[config.mk]
export PLATFORM = sky130hd
export DESIGN_NAME = drdm_decode
export DESIGN_NICKNAME = d
export VERILOG_FILES = /design/src/common/drdm_pkg.sv /design/src/rtl/drdm_decode.sv
export SDC_FILE = /design/constraint.sdc
export NUM_CORES = 1
export LEC_CHECK = 0
export CAP_MARGIN = 20
export CORE_MARGIN = 8
export CORE_UTILIZATION = 64
export DETAILED_ROUTE_END_ITERATION = 16
export DONT_BUFFER_PORTS = 1
export GPL_TIMING_DRIVEN = 0
export MAX_ROUTING_LAYER = met4
export PLACE_DENSITY = 0.86
export SLEW_MARGIN = 15
export SYNTH_ARGS = -nofsm -noshare
export SYNTH_HDL_FRONTEND = slang
export SYNTH_SLANG_ARGS = --single-unit
export TNS_END_PERCENT = 10
[constraint.sdc]
create_clock -name aclk -period 2.2 [get_ports aclk]
set_input_delay 0.11 -clock aclk [delete_from_list [all_inputs] [get_ports aclk]]
set_output_delay 0.11 -clock aclk [all_outputs]
set_load 0.01 [all_outputs]
[src/common/drdm_pkg.sv]
// Purpose: Shared constants and carriers for the DRAM row decode and memory map block
// Assumes: AXI4-Lite register port, 32-bit data, host address 32 bits
// Notes:   Printed offsets are not all multiples of four, so they are indices
package drdm_pkg;

  // ----------------------------------------------------------------
  // Register word indices, counts and address width
  // ----------------------------------------------------------------
  localparam logic [7:0]  IDX_ROW_LIMIT_0     = 8'h60;
  localparam logic [7:0]  IDX_ROW_LIMIT_7     = 8'h67;
  localparam logic [7:0]  IDX_ROW_KIND_SELECT = 8'h68;
  localparam logic [7:0]  IDX_SEG_ATTR_0      = 8'h70;
  localparam logic [7:0]  IDX_SEG_ATTR_1      = 8'h71;
  localparam int          NUM_ROWS            = 8;
  localparam int          NUM_SEGS            = 13;
  localparam int          ADDR_W              = 12;

  // ----------------------------------------------------------------
  // Reset values
  // ----------------------------------------------------------------
  localparam logic [7:0]  ROW_LIMIT_RST       = 8'h02;
  localparam logic [7:0]  ROW_KIND_RST        = 8'h00;
  localparam logic [3:0]  SEG_ATTR_RST        = 4'h0;

  // ----------------------------------------------------------------
  // Attribute field layout
  // ----------------------------------------------------------------
  localparam int          ATTR_READ_BIT       = 0;
  localparam int          ATTR_WRITE_BIT      = 1;
  localparam int          ATTR_CACHE_BIT      = 2;

  // ----------------------------------------------------------------
  // Map limits, in A[31:14] 16-Kbyte units except where noted
  // ----------------------------------------------------------------
  localparam logic [17:0] SEG_EXP_BASE        = 18'h00030;
  localparam logic [17:0] SEG_FW_BASE         = 18'h0003c;
  localparam logic [17:0] SEG_FW_END          = 18'h00040;
  localparam logic [12:0] TOP_FLASH_PAGE      = 13'h1fff;
  localparam logic [8:0]  DRAM_CAP_4MB        = 9'h080;
  localparam logic [1:0]  RESP_OKAY           = 2'b00;
  localparam logic [1:0]  RESP_SLVERR         = 2'b10;

  // ----------------------------------------------------------------
  // Carriers
  // ----------------------------------------------------------------
  typedef struct packed {
    logic        valid;
    logic        write;
    logic        from_pci;
    logic [31:0] addr;
  } drdm_req_t;

  typedef struct packed {
    logic       valid;
    logic       to_dram;
    logic       to_pci;
    logic       pci_claim;
    logic       cacheable;
    logic [7:0] row_strobe_n;
    logic       edo_timing;
  } drdm_dec_t;

  typedef enum logic [2:0] {
    BUS_IDLE  = 3'b001,
    BUS_WRESP = 3'b010,
    BUS_RDATA = 3'b100
  } drdm_bus_state_t;

endpackage : drdm_pkg

[src/rtl/drdm_decode.sv]
// Purpose: Host address decoder: legacy segments, extended memory, DRAM row select
// Assumes: One clock aclk, synchronous active-low reset, one request per cycle
// Notes:   Decision registered one cycle after the request; timing engine is outside
//
// Behaviour
// - Expansion range splits into eight 16K segments, each with own attributes.
// - Disabled expansion segment leaves its DRAM unreachable, never relocated.
// - Extended firmware range splits into four 16K segments, own attributes.
// - Firmware range F0000-FFFFF is one 64K segment, own attributes, not relocated.
// - Top 512 Kbytes below 4 Gbytes always go to PCI.
// - DRAM mapped from 1 Mbyte up to 512 Mbytes, and cacheable.
// - Top of DRAM up to 4 Gbytes is PCI memory, never cacheable.
// - Eight 64-bit rows, each with its own row strobe.
// - Each row holds an 8-bit cumulative upper limit in 4-Mbyte units.
// - Row limits are compared against host address bits A[29:22].
// - Strobe only when address is at or above previous limit and below own.
// - Row with limit equal to previous limit is empty, never strobed.
// - Top of DRAM is row 7 limit, capped at 512 Mbytes.
// - One type bit per row: 0 page mode, 1 extended data out.
// - Targeted row type bit picks timing before each DRAM cycle.
// - Each segment has a 4-bit field of read, write and cache permits.
// - Host write to read-only or read to unreadable segment goes to PCI.
// - PCI master access lacking permission is not claimed.
`timescale 1ns/1ns
module drdm_decode
  import drdm_pkg::*;
(
  input  wire logic              aclk,
  input  wire logic              aresetn,
  input  wire logic              s_axi_awvalid,
  output logic                   s_axi_awready,
  input  wire logic [ADDR_W-1:0] s_axi_awaddr,
  input  wire logic              s_axi_wvalid,
  output logic                   s_axi_wready,
  input  wire logic [31:0]       s_axi_wdata,
  input  wire logic [3:0]        s_axi_wstrb,
  output logic                   s_axi_bvalid,
  input  wire logic              s_axi_bready,
  output logic [1:0]             s_axi_bresp,
  input  wire logic              s_axi_arvalid,
  output logic                   s_axi_arready,
  input  wire logic [ADDR_W-1:0] s_axi_araddr,
  output logic                   s_axi_rvalid,
  input  wire logic              s_axi_rready,
  output logic [31:0]            s_axi_rdata,
  output logic [1:0]             s_axi_rresp,
  input  wire drdm_req_t         req,
  output drdm_dec_t              dec
);

  // ----------------------------------------------------------------
  // State
  // ----------------------------------------------------------------
  typedef struct packed {
    drdm_bus_state_t             wst;
    drdm_bus_state_t             rst;
    logic                        aw_have;
    logic                        w_have;
    logic [ADDR_W-1:0]           awaddr;
    logic [31:0]                 wdata;
    logic [3:0]                  wstrb;
    logic [1:0]                  bresp;
    logic [31:0]                 rdata;
    logic [1:0]                  rresp;
    logic [NUM_ROWS-1:0][7:0]    row_limit;
    logic [7:0]                  row_kind_select;
    logic [NUM_SEGS-1:0][3:0]    segment_attribute;
    drdm_dec_t                   dec;
    logic                        awready;
    logic                        wready;
    logic                        bvalid;
    logic                        arready;
    logic                        rvalid;
  } drdm_state_t;

  drdm_state_t s_q;
  drdm_state_t s_d;

  // ----------------------------------------------------------------
  // Decode helpers
  // ----------------------------------------------------------------
  // Word index from byte address; bits 1:0 ignored
  function automatic logic [7:0] widx(input logic [ADDR_W-1:0] a);
    return a[9:2];
  endfunction : widx

  function automatic logic reg_hit(input logic [7:0] i);
    return (i >= IDX_ROW_LIMIT_0 && i <= IDX_ROW_KIND_SELECT)
        || i == IDX_SEG_ATTR_0 || i == IDX_SEG_ATTR_1;
  endfunction : reg_hit

  // Row strobe vector for A[29:22]; empty rows fall out of the compare
  logic [NUM_ROWS-1:0] row_hit;
  logic [7:0]          addr_4mb;
  assign addr_4mb = req.addr[29:22];

  genvar g;
  generate
    for (g = 0; g < NUM_ROWS; g++) begin : g_row
      if (g == 0) begin : g_first
        assign row_hit[g] = addr_4mb < s_q.row_limit[g];
      end else begin : g_rest
        assign row_hit[g] = addr_4mb >= s_q.row_limit[g-1]
                         && addr_4mb <  s_q.row_limit[g];
      end
    end
  endgenerate

  // ----------------------------------------------------------------
  // Next state
  // ----------------------------------------------------------------
  always_comb begin
    logic [17:0] page16k;
    logic [8:0]  top_4mb;
    logic        in_dram;
    logic        seg_hit;
    logic [3:0]  attr;
    logic        permit;
    logic [7:0]  wi;
    logic [7:0]  ri;
    logic [31:0] rv;
    s_d     = s_q;
    page16k = req.addr[31:14];
    seg_hit = 1'b0;
    attr    = SEG_ATTR_RST;
    permit  = 1'b0;
    rv      = 32'h0000_0000;
    wi      = 8'h00;
    ri      = 8'h00;

    // Top of DRAM in 4-Mbyte units, never above the cap
    top_4mb = ({1'b0, s_q.row_limit[NUM_ROWS-1]} > DRAM_CAP_4MB)
            ? DRAM_CAP_4MB : {1'b0, s_q.row_limit[NUM_ROWS-1]};
    // Addresses past 1 Gbyte alias A[29:22], so qualify the upper bits too
    in_dram = req.addr[31:30] == 2'b00
           && {1'b0, req.addr[29:22]} < top_4mb;

    // Segment lookup: C0000-EFFFF in 16K steps, F0000-FFFFF as one block
    if (page16k >= SEG_EXP_BASE && page16k < SEG_FW_BASE) begin
      seg_hit = 1'b1;
      attr    = s_q.segment_attribute[4'(page16k - SEG_EXP_BASE)];
    end else if (page16k >= SEG_FW_BASE && page16k < SEG_FW_END) begin
      seg_hit = 1'b1;
      attr    = s_q.segment_attribute[NUM_SEGS-1];
    end
    permit = req.write ? attr[ATTR_WRITE_BIT] : attr[ATTR_READ_BIT];

    s_d.dec.valid        = req.valid;
    s_d.dec.row_strobe_n = 8'hff;
    s_d.dec.to_dram      = 1'b0;
    s_d.dec.to_pci       = 1'b0;
    s_d.dec.pci_claim    = 1'b0;
    s_d.dec.cacheable    = 1'b0;
    s_d.dec.edo_timing   = 1'b0;
    if (req.valid) begin
      if (req.addr[31:19] == TOP_FLASH_PAGE) begin
        s_d.dec.to_pci = !req.from_pci;
      end else if (seg_hit) begin
        // Disabled or forbidden segment: DRAM unreachable, no relocation
        s_d.dec.to_dram   = permit;
        s_d.dec.to_pci    = !permit && !req.from_pci;
        s_d.dec.pci_claim = permit && req.from_pci;
        s_d.dec.cacheable = permit && attr[ATTR_CACHE_BIT];
      end else if (in_dram) begin
        s_d.dec.to_dram   = 1'b1;
        s_d.dec.pci_claim = req.from_pci;
        s_d.dec.cacheable = 1'b1;
      end else begin
        s_d.dec.to_pci = !req.from_pci;
      end
      if (s_d.dec.to_dram) begin
        s_d.dec.row_strobe_n = ~row_hit;
        s_d.dec.edo_timing   = |(row_hit & s_q.row_kind_select);
      end
    end

    // ----------------------------------------------------------------
    // AXI4-Lite write channel
    // ----------------------------------------------------------------
    if (s_axi_awvalid && !s_q.aw_have && s_q.wst == BUS_IDLE) begin
      s_d.aw_have = 1'b1;
      s_d.awaddr  = s_axi_awaddr;
    end
    if (s_axi_wvalid && !s_q.w_have && s_q.wst == BUS_IDLE) begin
      s_d.w_have = 1'b1;
      s_d.wdata  = s_axi_wdata;
      s_d.wstrb  = s_axi_wstrb;
    end
    unique case (s_q.wst)
      BUS_IDLE: begin
        if (s_q.aw_have && s_q.w_have) begin
          wi          = widx(s_q.awaddr);
          s_d.bresp   = reg_hit(wi) ? RESP_OKAY : RESP_SLVERR;
          if (s_q.wstrb[0]) begin
            if (wi >= IDX_ROW_LIMIT_0 && wi <= IDX_ROW_LIMIT_7) begin
              s_d.row_limit[3'(wi - IDX_ROW_LIMIT_0)] = s_q.wdata[7:0];
            end else if (wi == IDX_ROW_KIND_SELECT) begin
              s_d.row_kind_select = s_q.wdata[7:0];
            end
          end
          for (int k = 0; k < 8; k++) begin
            if (s_q.wstrb[k/2] && wi == IDX_SEG_ATTR_0) begin
              s_d.segment_attribute[k] = s_q.wdata[k*4 +: 4];
            end
          end
          // Second word holds only five nibbles; the loop stops there
          for (int k = 0; k < NUM_SEGS - 8; k++) begin
            if (s_q.wstrb[k/2] && wi == IDX_SEG_ATTR_1) begin
              s_d.segment_attribute[k+8] = s_q.wdata[k*4 +: 4];
            end
          end
          s_d.aw_have = 1'b0;
          s_d.w_have  = 1'b0;
          s_d.wst     = BUS_WRESP;
        end
      end
      BUS_WRESP: begin
        if (s_axi_bready) begin
          s_d.wst = BUS_IDLE;
        end
      end
      BUS_RDATA: s_d.wst = BUS_IDLE;
      default:   s_d.wst = BUS_IDLE;
    endcase

    // ----------------------------------------------------------------
    // AXI4-Lite read channel
    // ----------------------------------------------------------------
    unique case (s_q.rst)
      BUS_IDLE: begin
        if (s_axi_arvalid) begin
          ri = widx(s_axi_araddr);
          if (ri >= IDX_ROW_LIMIT_0 && ri <= IDX_ROW_LIMIT_7) begin
            rv[7:0] = s_q.row_limit[3'(ri - IDX_ROW_LIMIT_0)];
          end else if (ri == IDX_ROW_KIND_SELECT) begin
            rv[7:0] = s_q.row_kind_select;
          end else if (ri == IDX_SEG_ATTR_0) begin
            rv = s_q.segment_attribute[7:0];
          end else if (ri == IDX_SEG_ATTR_1) begin
            rv[19:0] = s_q.segment_attribute[NUM_SEGS-1:8];
          end
          s_d.rdata = rv;
          s_d.rresp = reg_hit(ri) ? RESP_OKAY : RESP_SLVERR;
          s_d.rst   = BUS_RDATA;
        end
      end
      BUS_RDATA: begin
        if (s_axi_rready) begin
          s_d.rst = BUS_IDLE;
        end
      end
      BUS_WRESP: s_d.rst = BUS_IDLE;
      default:   s_d.rst = BUS_IDLE;
    endcase

    // ----------------------------------------------------------------
    // Handshake flags, registered so every bus output is a flop
    // ----------------------------------------------------------------
    s_d.awready = !s_d.aw_have && s_d.wst == BUS_IDLE;
    s_d.wready  = !s_d.w_have && s_d.wst == BUS_IDLE;
    s_d.bvalid  = s_d.wst == BUS_WRESP;
    s_d.arready = s_d.rst == BUS_IDLE;
    s_d.rvalid  = s_d.rst == BUS_RDATA;
  end

  // ----------------------------------------------------------------
  // Registers
  // ----------------------------------------------------------------
  always_ff @(posedge aclk) begin
    if (!aresetn) begin
      s_q                   <= '0;
      s_q.wst               <= BUS_IDLE;
      s_q.rst               <= BUS_IDLE;
      s_q.row_limit         <= {NUM_ROWS{ROW_LIMIT_RST}};
      s_q.row_kind_select   <= ROW_KIND_RST;
      s_q.segment_attribute <= {NUM_SEGS{SEG_ATTR_RST}};
      s_q.dec.row_strobe_n  <= 8'hff;
      // Readies come up high so the first request is taken at once
      s_q.awready           <= 1'b1;
      s_q.wready            <= 1'b1;
      s_q.arready           <= 1'b1;
    end else begin
      s_q <= s_d;
    end
  end

  // ----------------------------------------------------------------
  // Outputs, all from flops
  // ----------------------------------------------------------------
  assign s_axi_awready = s_q.awready;
  assign s_axi_wready  = s_q.wready;
  assign s_axi_bvalid  = s_q.bvalid;
  assign s_axi_bresp   = s_q.bresp;
  assign s_axi_arready = s_q.arready;
  assign s_axi_rvalid  = s_q.rvalid;
  assign s_axi_rdata   = s_q.rdata;
  assign s_axi_rresp   = s_q.rresp;
  assign dec           = s_q.dec;

endmodule : drdm_decode

Word level (Yosys, flattened, before mapping)
Cells that the tools add are included.

cells by class
  equality and inequality tests = 15
  mux-type cells = 39
  $add $sub $neg = 3
  bitwise gates (word level) = 5
  magnitude comparators = 31
  reductions and logical operators = 58

operators with widths
  cell                    number
  $lt A8 B8 Y1            9
  $bwmux W64              1
  $ge A8 B8 Y1            7
  $eq A8 B7 Y1 const B    6
  $mux W24                2
  $mux W20                2
  $mux W8                 5
  $ge A18 B6 Y1 const B   2
  $le A8 B7 Y1 const B    4
  $logic_and A1 B1 Y1     32
  $bmux W8 S3             1
  $demux W8 S3            1
  $reduce_and A3 Y1       8
  $mux W3                 7
  $lt A18 B6 Y1 const B   1
  $lt A18 B7 Y1 const B   1
  $bmux W4 S4             1
  $ge A8 B7 Y1 const B    2
  $eq A13 B13 Y1 const B  1
  $eq A3 B1 Y1 const B    4
  $mux W12                1
  $pmux W3 S2             2
  $mux W1                 10
  $mux W2                 5
  20 further kinds        36

storage, ports and cells
  input port bits = 102
  logic and storage cells = 195
  output and inout port bits = 55
  register bits = 233

Logic depth before layout (Yosys ltp)
Gate-level depths: netlist of run 1.

  depth in word-level cells = 11
  mapped depth = 9
  depth with buffers taken out = 9

Worst setup path after synthesis of run 1
OpenSTA, ideal clock, no wires.

  kind = flip-flop to flip-flop
  start point = reg s_q[142] (netlist name)
  end point = reg dec[6] (netlist name)
  stages on the path, launching flop included = 10
  arrival = 1.911 ns
  clock period less this slack = 2.038 ns
  path slack = 0.162 ns
  buffers on the path = 0
  data required time = 2.073 ns
  library setup time = 0.127 ns
  cells stage by stage = dfxtp_1 -> inv_1 -> nand2_1 -> ha_1 -> nor4b_1 -> o21bai_1 -> a21oi_1 -> o211ai_1 -> a31o_2 -> or3_1

on the way
  longest elaborated chain between the ends = 9

RTL lines
  element                                 line                RTL
  from (decl)                             drdm_decode.sv:76   drdm_state_t s_q;
  $gt A8 B8 Y1                            drdm_decode.sv:132  top_4mb = ({1'b0, s_q.row_limit[NUM_ROWS-1]} > DRAM_CAP_4MB)
  $mux W8 (*)                             drdm_decode.sv:133  ? DRAM_CAP_4MB : {1'b0, s_q.row_limit[NUM_ROWS-1]};
  $lt A8 B8 Y1 (*)                        drdm_decode.sv:136  && {1'b0, req.addr[29:22]} < top_4mb;
  $logic_and A1 B1 Y1 (*)                 drdm_decode.sv:136
  $mux W1 (*)                             drdm_decode.sv:164  end else if (in_dram) begin
  $mux W4 (*)                             drdm_decode.sv:158  end else if (seg_hit) begin
  $mux W1 (*)                             drdm_decode.sv:156  if (req.addr[31:19] == TOP_FLASH_PAGE) begin
  $mux W1 (*)                             drdm_decode.sv:155  if (req.valid) begin
  $reduce_and A3 Y1 (no source line) (*)  n/a

Every way passes the cells marked *; elsewhere a longest branch is shown, timed or not. The select of a mux whose other input is x is not followed.
A chain may end at the register's enable or synchronous reset.

Worst setup path in the final report of run 1
  start point = reg s_q[232] (netlist name)
  end point = reg s_q[25] (netlist name)

on the way
  longest elaborated chain between the ends = 2

RTL lines
  element                             line                RTL
  $eq A3 B1 Y1                        drdm_decode.sv:189  unique case (s_q.wst)
  $reduce_and A3 Y1 (no source line)  n/a

Every way passes these cells.

==> out/qor.yml, run 1 <==
top_usage_layer: "met2"
synth.area.mux_share: 0.0909
core_area_sq_mm: 0.0179
dp_hpwl_microns: 25400
rr_worst_depth: 8
synth_top_area_frac: 0.394
die-height_microns: 151
worst_path_max_delay_cell: "dfxtp_1"
synth-seq-area-share: 0.394
synth_top_family_by_area: "simple AND/OR/NAND/NOR gates"
cp-end-kind: "register"
setup_viol: 0
wl_microns: 35500
synth_common_cells: "nand2_1 (243), dfxtp_1 (229), a21boi_0 (76), inv_1 (72), ha_1 (69)"
timing.hold.ws_ns: 0.0143
synth_top_area_cell: "dfxtp_1"
yosysMostFrequentCell: "nand2_1"
clock-root-buffer: "clkbuf_16"
rows: 49
path_class: "reg2reg"
clock_path_buffers: 3
synth-adder-area-share: 0.0743
synth_compound_area_frac: 0.160
cts_tree: "built"
ff2ff_setup_slack_ns: 0.04
synth-seq-cells: 229
synth-simple-area-share: 0.195
hold_violations: 0
slew_headroom: 0.488
finalCriticalPeriod_ns: 2.16
placed_area_sq_mm: 0.0119
holdPathStages: 4
fin_skew_ns: 0.0183
min-delay-start: "s_axi_araddr[7]"
htree_num_levels: 1
synth_edf_count: 0
crit_required_ns: 2.64
die_w_microns: 151
route.detailed.drc: 0
p_per_area_mw_per_mm2: 672
wl_per_cell_microns: 21.6
place_congestion: 1.01
synthXorXnorAreaFrac: 0
track_usage: 0.316
start_util: 0.649
syn_avg_cell_area_sq_um: 8.89
maxCapViolCount: 0
synth_area_sq_mm: 0.0116
ant_nets: 0
cts_buffers: 23
worstPathCellList: "nor3b_4 > nand4bb_4 > and4b_1 > clkbuf_4 > and2_1 > buf_2 > nand2_1 > a21boi_0"
finalMaxSlewViolations: 0
clock.fmax_ghz: 0.463
ios: 157
vias: 10200
finish.utilization: 0.753
gr-usage-met3: 0.0538
insertion_delay_ns: 0.53
max-vdd-ir-drop_v: 0.000752
grt-ovfl-total: 0
grt_pass1_vias: 10200
num-nets-final: 1567
syn_to_final_growth_pct: 16.0
clk_pin_slew_ns: 0.06
rsz0062_at_grt: "true"
r2r-start: "s_q[232]"
worstPathArrival_ns: 2.60
cp_top_family: "simple AND/OR/NAND/NOR gates"
firstDrtPassIters: 7
synthCells: 1307
netlist_top_cells_area: "dfxtp_1 (39%), nand2_1 (7.8%), ha_1 (7.4%)"
drtIter0Drc: 1089
total_leakage_power_nw: 5.01
status: "finished clean"
reg2reg_to: "s_q[25]"
die_area_sq_mm: 0.0227
grt_pass1_wl_microns: 54800
gr-usage-met1: 0.394
path_buf_inv: 2
worstPathMaxFanout: 8
total_power_w: 0.00907
design_area_sq_mm: 0.0135
avgViaCountPerCell: 6.22
antenna_found_initial: 0
setup.worst_path.start_class: "register"
worst_pin_slew_ns: 0.767
min_period_over_period: 0.982
layout-drive-gt1-share: 0.124
ys.flop_type: "dfxtp_1"
synthArstFlopShare: 0
yosysWarnings: 0
antenna_cells: 0
grt_use_met2: 0.504
yosysUniqueCellTypes: 66
hold_path.class: "in2reg"
max_stage_delay_ns: 0.35
grt_max_degree: 15
hold_end: "s_axi_rresp[1]"
cts.sinks: 229
portBuffers: 0
setup_tns_ns: 0
## final cells by class
type                       instances  area (sq um)
multi-input combinational        887          6210
sequential                       229          4590
fill                            1188          4420
buffer                           120           712
clock buffer                      33           653
timing repair buffer              62           623
tap                              229           287
inverter                          73           277
clock inverter                     9           138
## worst max path at each step
stage	end	startpoint	slack, ns	cells past startpoint
4_1_cts	s_q[94]	s_q[232]	-0.04	7
5_1_grt	s_q[22]	s_q[232]	-0.04	8
6_report	s_q[25]	s_q[232]	0.04	8
3_5_place_dp	dec[1]	s_q[142]	-0.30	9
2_1_floorplan	dec[6]	s_q[142]	0.16	9
3_3_place_gp	dec[0]	s_q[134]	-0.27	8
## metrics by stage
stage,instances,setup WS [ns]
2_1_floorplan,1310,0.162
6_report,1642,0.0399
5_1_grt,1642,-0.0403
4_1_cts,1640,-0.0359
3_5_place_dp,1539,-0.299
3_3_place_gp,1539,-0.266
## logic make-up after synthesis
| kind of cell | count (synthesis) |
|---|---|
| buf+inv | 194 |
| flops | 229 |
| fa+ha+maj | 69 |
| mux | 73 |
| other cells | 1 |
| simple gates | 460 |
| compound gates | 281 |
## state kept, by name, summed over array words and instances (netlist names)
| register | cells |
|---|---|
| s_q | 176 |
| s_axi_bresp | 1 |
| s_axi_wready | 1 |
| dec | 14 |
| s_axi_rdata | 32 |
| s_axi_rvalid | 1 |
| s_axi_rresp | 1 |
| s_axi_awready | 1 |
| s_axi_arready | 1 |
| s_axi_bvalid | 1 |
## power breakdown
| group | internal, W | total [W] | switching, W |
|---|---|---|---|
| combinational | 0.000304 | 0.000696 | 0.000392 |
| clock | 0.00244 | 0.00413 | 0.00169 |
| sequential | 0.00420 | 0.00424 | 0.0000453 |
## worst min-delay path: cells and delay by family
kind	cells	cell delay (ns)
simple gates	1	0.14
compound gates	3	0.22
## repair_timing
action,4_1_cts,5_1_grt
setup buffers,3,1
hold endpoints to repair,65,4
endpoints found under the setup margin,43,154
pin swaps,5,6
gates resized for setup,11,30
hold buffers,56,2
## cell usage in the layout, fill, tap and decap left out, drive strengths merged, types with 5 or more instances in the layout
master       count
nand2          243
clkbuf          83
ha              69
nor2b           54
nor3            12
dlygate4sd3     58
a21oi           41
a31oi            5
mux4            26
a21o             6
and3             6
inv             73
nor4             5
nor3b            7
a21boi          94
o211ai          12
o21ai           63
nor2            20
mux2i           46
dfxtp          229
nand3           63
a22oi           41
clkinv           5
nand2b           7
nand4           13
buf             74
and2             8
## metal layers
layer  wire (microns)  vias to the layer above  share of wire
met1            13800                     4840           0.39
met4             1300                        0          0.037
li1                 -                     4685              -
met3             3780                       97           0.11
met5                0                        -              0
met2            16600                      597           0.47
(Power assumes the default switching activity.)
==> run 2, diff against run 1 <==
--- a/config.mk
+++ b/config.mk
@@ -11,7 +11,6 @@
 export DETAILED_ROUTE_END_ITERATION = 16
 export DONT_BUFFER_PORTS = 1
 export GPL_TIMING_DRIVEN = 0
-export MAX_ROUTING_LAYER = met4
 export PLACE_DENSITY = 0.86
 export SLEW_MARGIN = 15
 export SYNTH_ARGS = -nofsm -noshare
==> run 2 against run 1 <==
Net effect:
- the flow now finishes with violations (setup timing)
- cell count grew 0.24%
- global-route usage down 1.3 points
- hold slack better by 0.0010 ns
- count of clock-buffer cells in the layout down 2
==> out/qor.yml, run 2 (synthesis gave the netlist of run 1 again) <==
status: "finished, violations left"
violations: "setup timing"
layout-drive-gt1-share: 0.126  # +0.00177
firstDrtPassIters: 5  # -2
fin_ws_ns: -0.0544  # -0.0943 ns
hold_path.class: "in2reg"
combPwrFrac: 0.076  # about the same
fin_skew_ns: 0.0233  # +0.00509 ns
place_congestion: 1.03  # +1.4%
route.detailed.drc: 0  # unchanged
grt_max_degree: 15  # unchanged
clk_pin_slew_ns: 0.06  # about the same
die_area_sq_mm: 0.0227  # unchanged
num-nets-final: 1572  # +0.32%
p_sw_w: 0.00217  # +1.9%
design_area_sq_mm: 0.0136  # +0.61%
clock_path_buffers: 3  # unchanged
drtIter0Drc: 1032  # -5.2%
ant_nets: 0  # unchanged
fin_cells: 1646  # +0.24%
cts_tree: "built"
antenna_found_initial: 0  # unchanged
antenna_cells: 0  # unchanged
clock-root-buffer: "clkbuf_16"
start_util: 0.649  # unchanged
rsz0062_at_grt: "true"
final_cell_mix: "nand2_1 (239), dfxtp_1 (225), a21boi_0 (75), inv_1 (71), ha_1 (68)"
cts_buffers: 24  # +4.3%
seqPwrFrac: 0.457  # -0.011
crit_required_ns: 2.63  # about the same
hold_violations: 0  # unchanged
finalMaxSlewViolations: 0  # unchanged
avgViaCountPerCell: 6.21  # -0.28%
track_usage: 0.302  # -0.0132
max-vdd-ir-drop_v: 0.000806  # +7.2%
portBuffers: 0  # unchanged
place_inst: 1539  # unchanged
worst_pin_slew_ns: 0.805  # +0.0374 ns
clock.fmax_ghz: 0.444  # -4.2%
min_period_over_period: 1.02  # +0.0429
wl_microns: 35500  # +0.18%
largest_reg_flops: 176  # unchanged
grt-ovfl-total: 0  # unchanged
ios: 157  # unchanged
total_leakage_power_nw: 5.03  # +0.34%
grt_pass1_wl_microns: 53800  # -1.9%
regMostFlops: "s_q"
pwr-share-clk: 0.467  # +0.012
cts.sinks: 229  # unchanged
worstPathMaxFanout: 3  # -5
dp_hpwl_microns: 25500  # +0.19%
die_w_microns: 151  # unchanged
grt_pass1_vias: 9960  # -2.6%
setup.worst_path.start_class: "register"
wl_per_cell_microns: 21.6  # about the same
cp-end-kind: "register"
vias: 10200  # -0.039%
p_per_area_mw_per_mm2: 685  # +1.9%
path_class: "reg2reg"
die-height_microns: 151  # unchanged
p_sw_frac: 0.233  # -0.00141
slew_headroom: 0.463  # -0.0249
intPower_w: 0.00713  # +2.7%
htree_num_levels: 1  # unchanged
core_area_sq_mm: 0.0179  # unchanged
ff2ff_setup_slack_ns: -0.05  # -0.09 ns
syn_to_final_growth_pct: 16.7
finalCriticalPeriod_ns: 2.25  # +0.0943 ns
insertion_delay_ns: 0.54  # about the same
setup_viol: 1  # +1
placed_area_sq_mm: 0.0119  # unchanged
worstPathArrival_ns: 2.68  # +0.08 ns
rows: 49  # unchanged
fillers: 1239  # +4.3%
maxCapViolCount: 0  # unchanged
final_common_cell: "nand2_1"
==> run 2: changes by cell type in the layout (fill, tap and decap cells not counted), sizes merged <==
cell / previous run / this run
clkinv: 5 / 6
inv: 73 / 72
buf: 74 / 73
bufinv: 3 / 4
dlygate4sd3: 58 / 61
clkinvlp: 1 / 2
==> run 2: routing by layer <==
layer | vias up | part of all wire | wire length [microns] | global-route usage
met4 | 0 | 0.045 | 1580 | 0.123
met3 | 106 | 0.11 | 3880 | 0.0735
met5 | - | 0 | 0 | 0
met1 | 4841 | 0.38 | 13600 | 0.376
met2 | 589 | 0.46 | 16500 | 0.496
li1 | 4679 | - | - | -
==> run 2: final timing paths <==
| kind | from | endpoint | cells past startpoint |
|---|---|---|---|
| worst max-delay path | s_q[126] | dec[0] | 8 |
| worst min-delay path | s_axi_araddr[9] | s_axi_rresp[1] | 4 |
| worst max register to register | s_q[126] | dec[0] | 8 |
| worst min register to register | s_q[26] | s_q[26] | 2 |
==> run 2: repair_timing <==
action                     4_1_cts  5_1_grt
pin swaps                        5        7
resized for setup               17       26
setup endpoints to repair       32       90
buffers inserted                 3        1
hold buffers                    58        3
hold endpoints to repair        67        8
==> run 2: final cells by class <==
class / count / area [sq um] / area share
well taps: 229 / 287 / 0.0211
clock inverters: 11 / 185 / 0.0136
multi-input cells: 887 / 6200 / 0.457
flip-flops and latches: 229 / 4590 / 0.338
clock buffers: 31 / 667 / 0.0491
inverters: 73 / 279 / 0.0206
plain buffers: 121 / 718 / 0.0529
repair buffers: 65 / 641 / 0.0472
==> run 2: power groups by stage <==
stage | registers (W) | logic (W) | clock network (W)
after global routing | 0.00425 | 0.000760 | 0.00452
after CTS | 0.00424 | 0.000669 | 0.00434
final | 0.00425 | 0.000704 | 0.00434
after floorplan | 0.00432 | 0.000419 | 0
after global placement | 0.00433 | 0.000551 | 0
after detailed placement | 0.00433 | 0.000570 | 0
==> run 2: stage by stage <==
stage                     hold WS (ns)  setup WS, ns   util  TNS, ns  power, W
after floorplan                  0.189         0.162      -        0   0.00474
after global placement           0.192        -0.259  0.666    -1.18   0.00488
after detailed placement         0.200        -0.318  0.666    -2.21   0.00490
after CTS                     0.000231       0.00109  0.750        0   0.00925
final                           0.0153       -0.0544  0.758  -0.0544   0.00929
after global routing            0.0306        -0.137  0.758   -0.539   0.00952
==> run 2: critical path, stage by stage (launching register included) <==
cell and delay, ns:
dfxtp_1 0.38, inv_1 0.06, ha_1 0.30, nand2_1 0.05, o21ai_0 0.47, a21oi_1 0.09, nor3_1 0.44, a32oi_1 0.11
a41oi_1 0.23
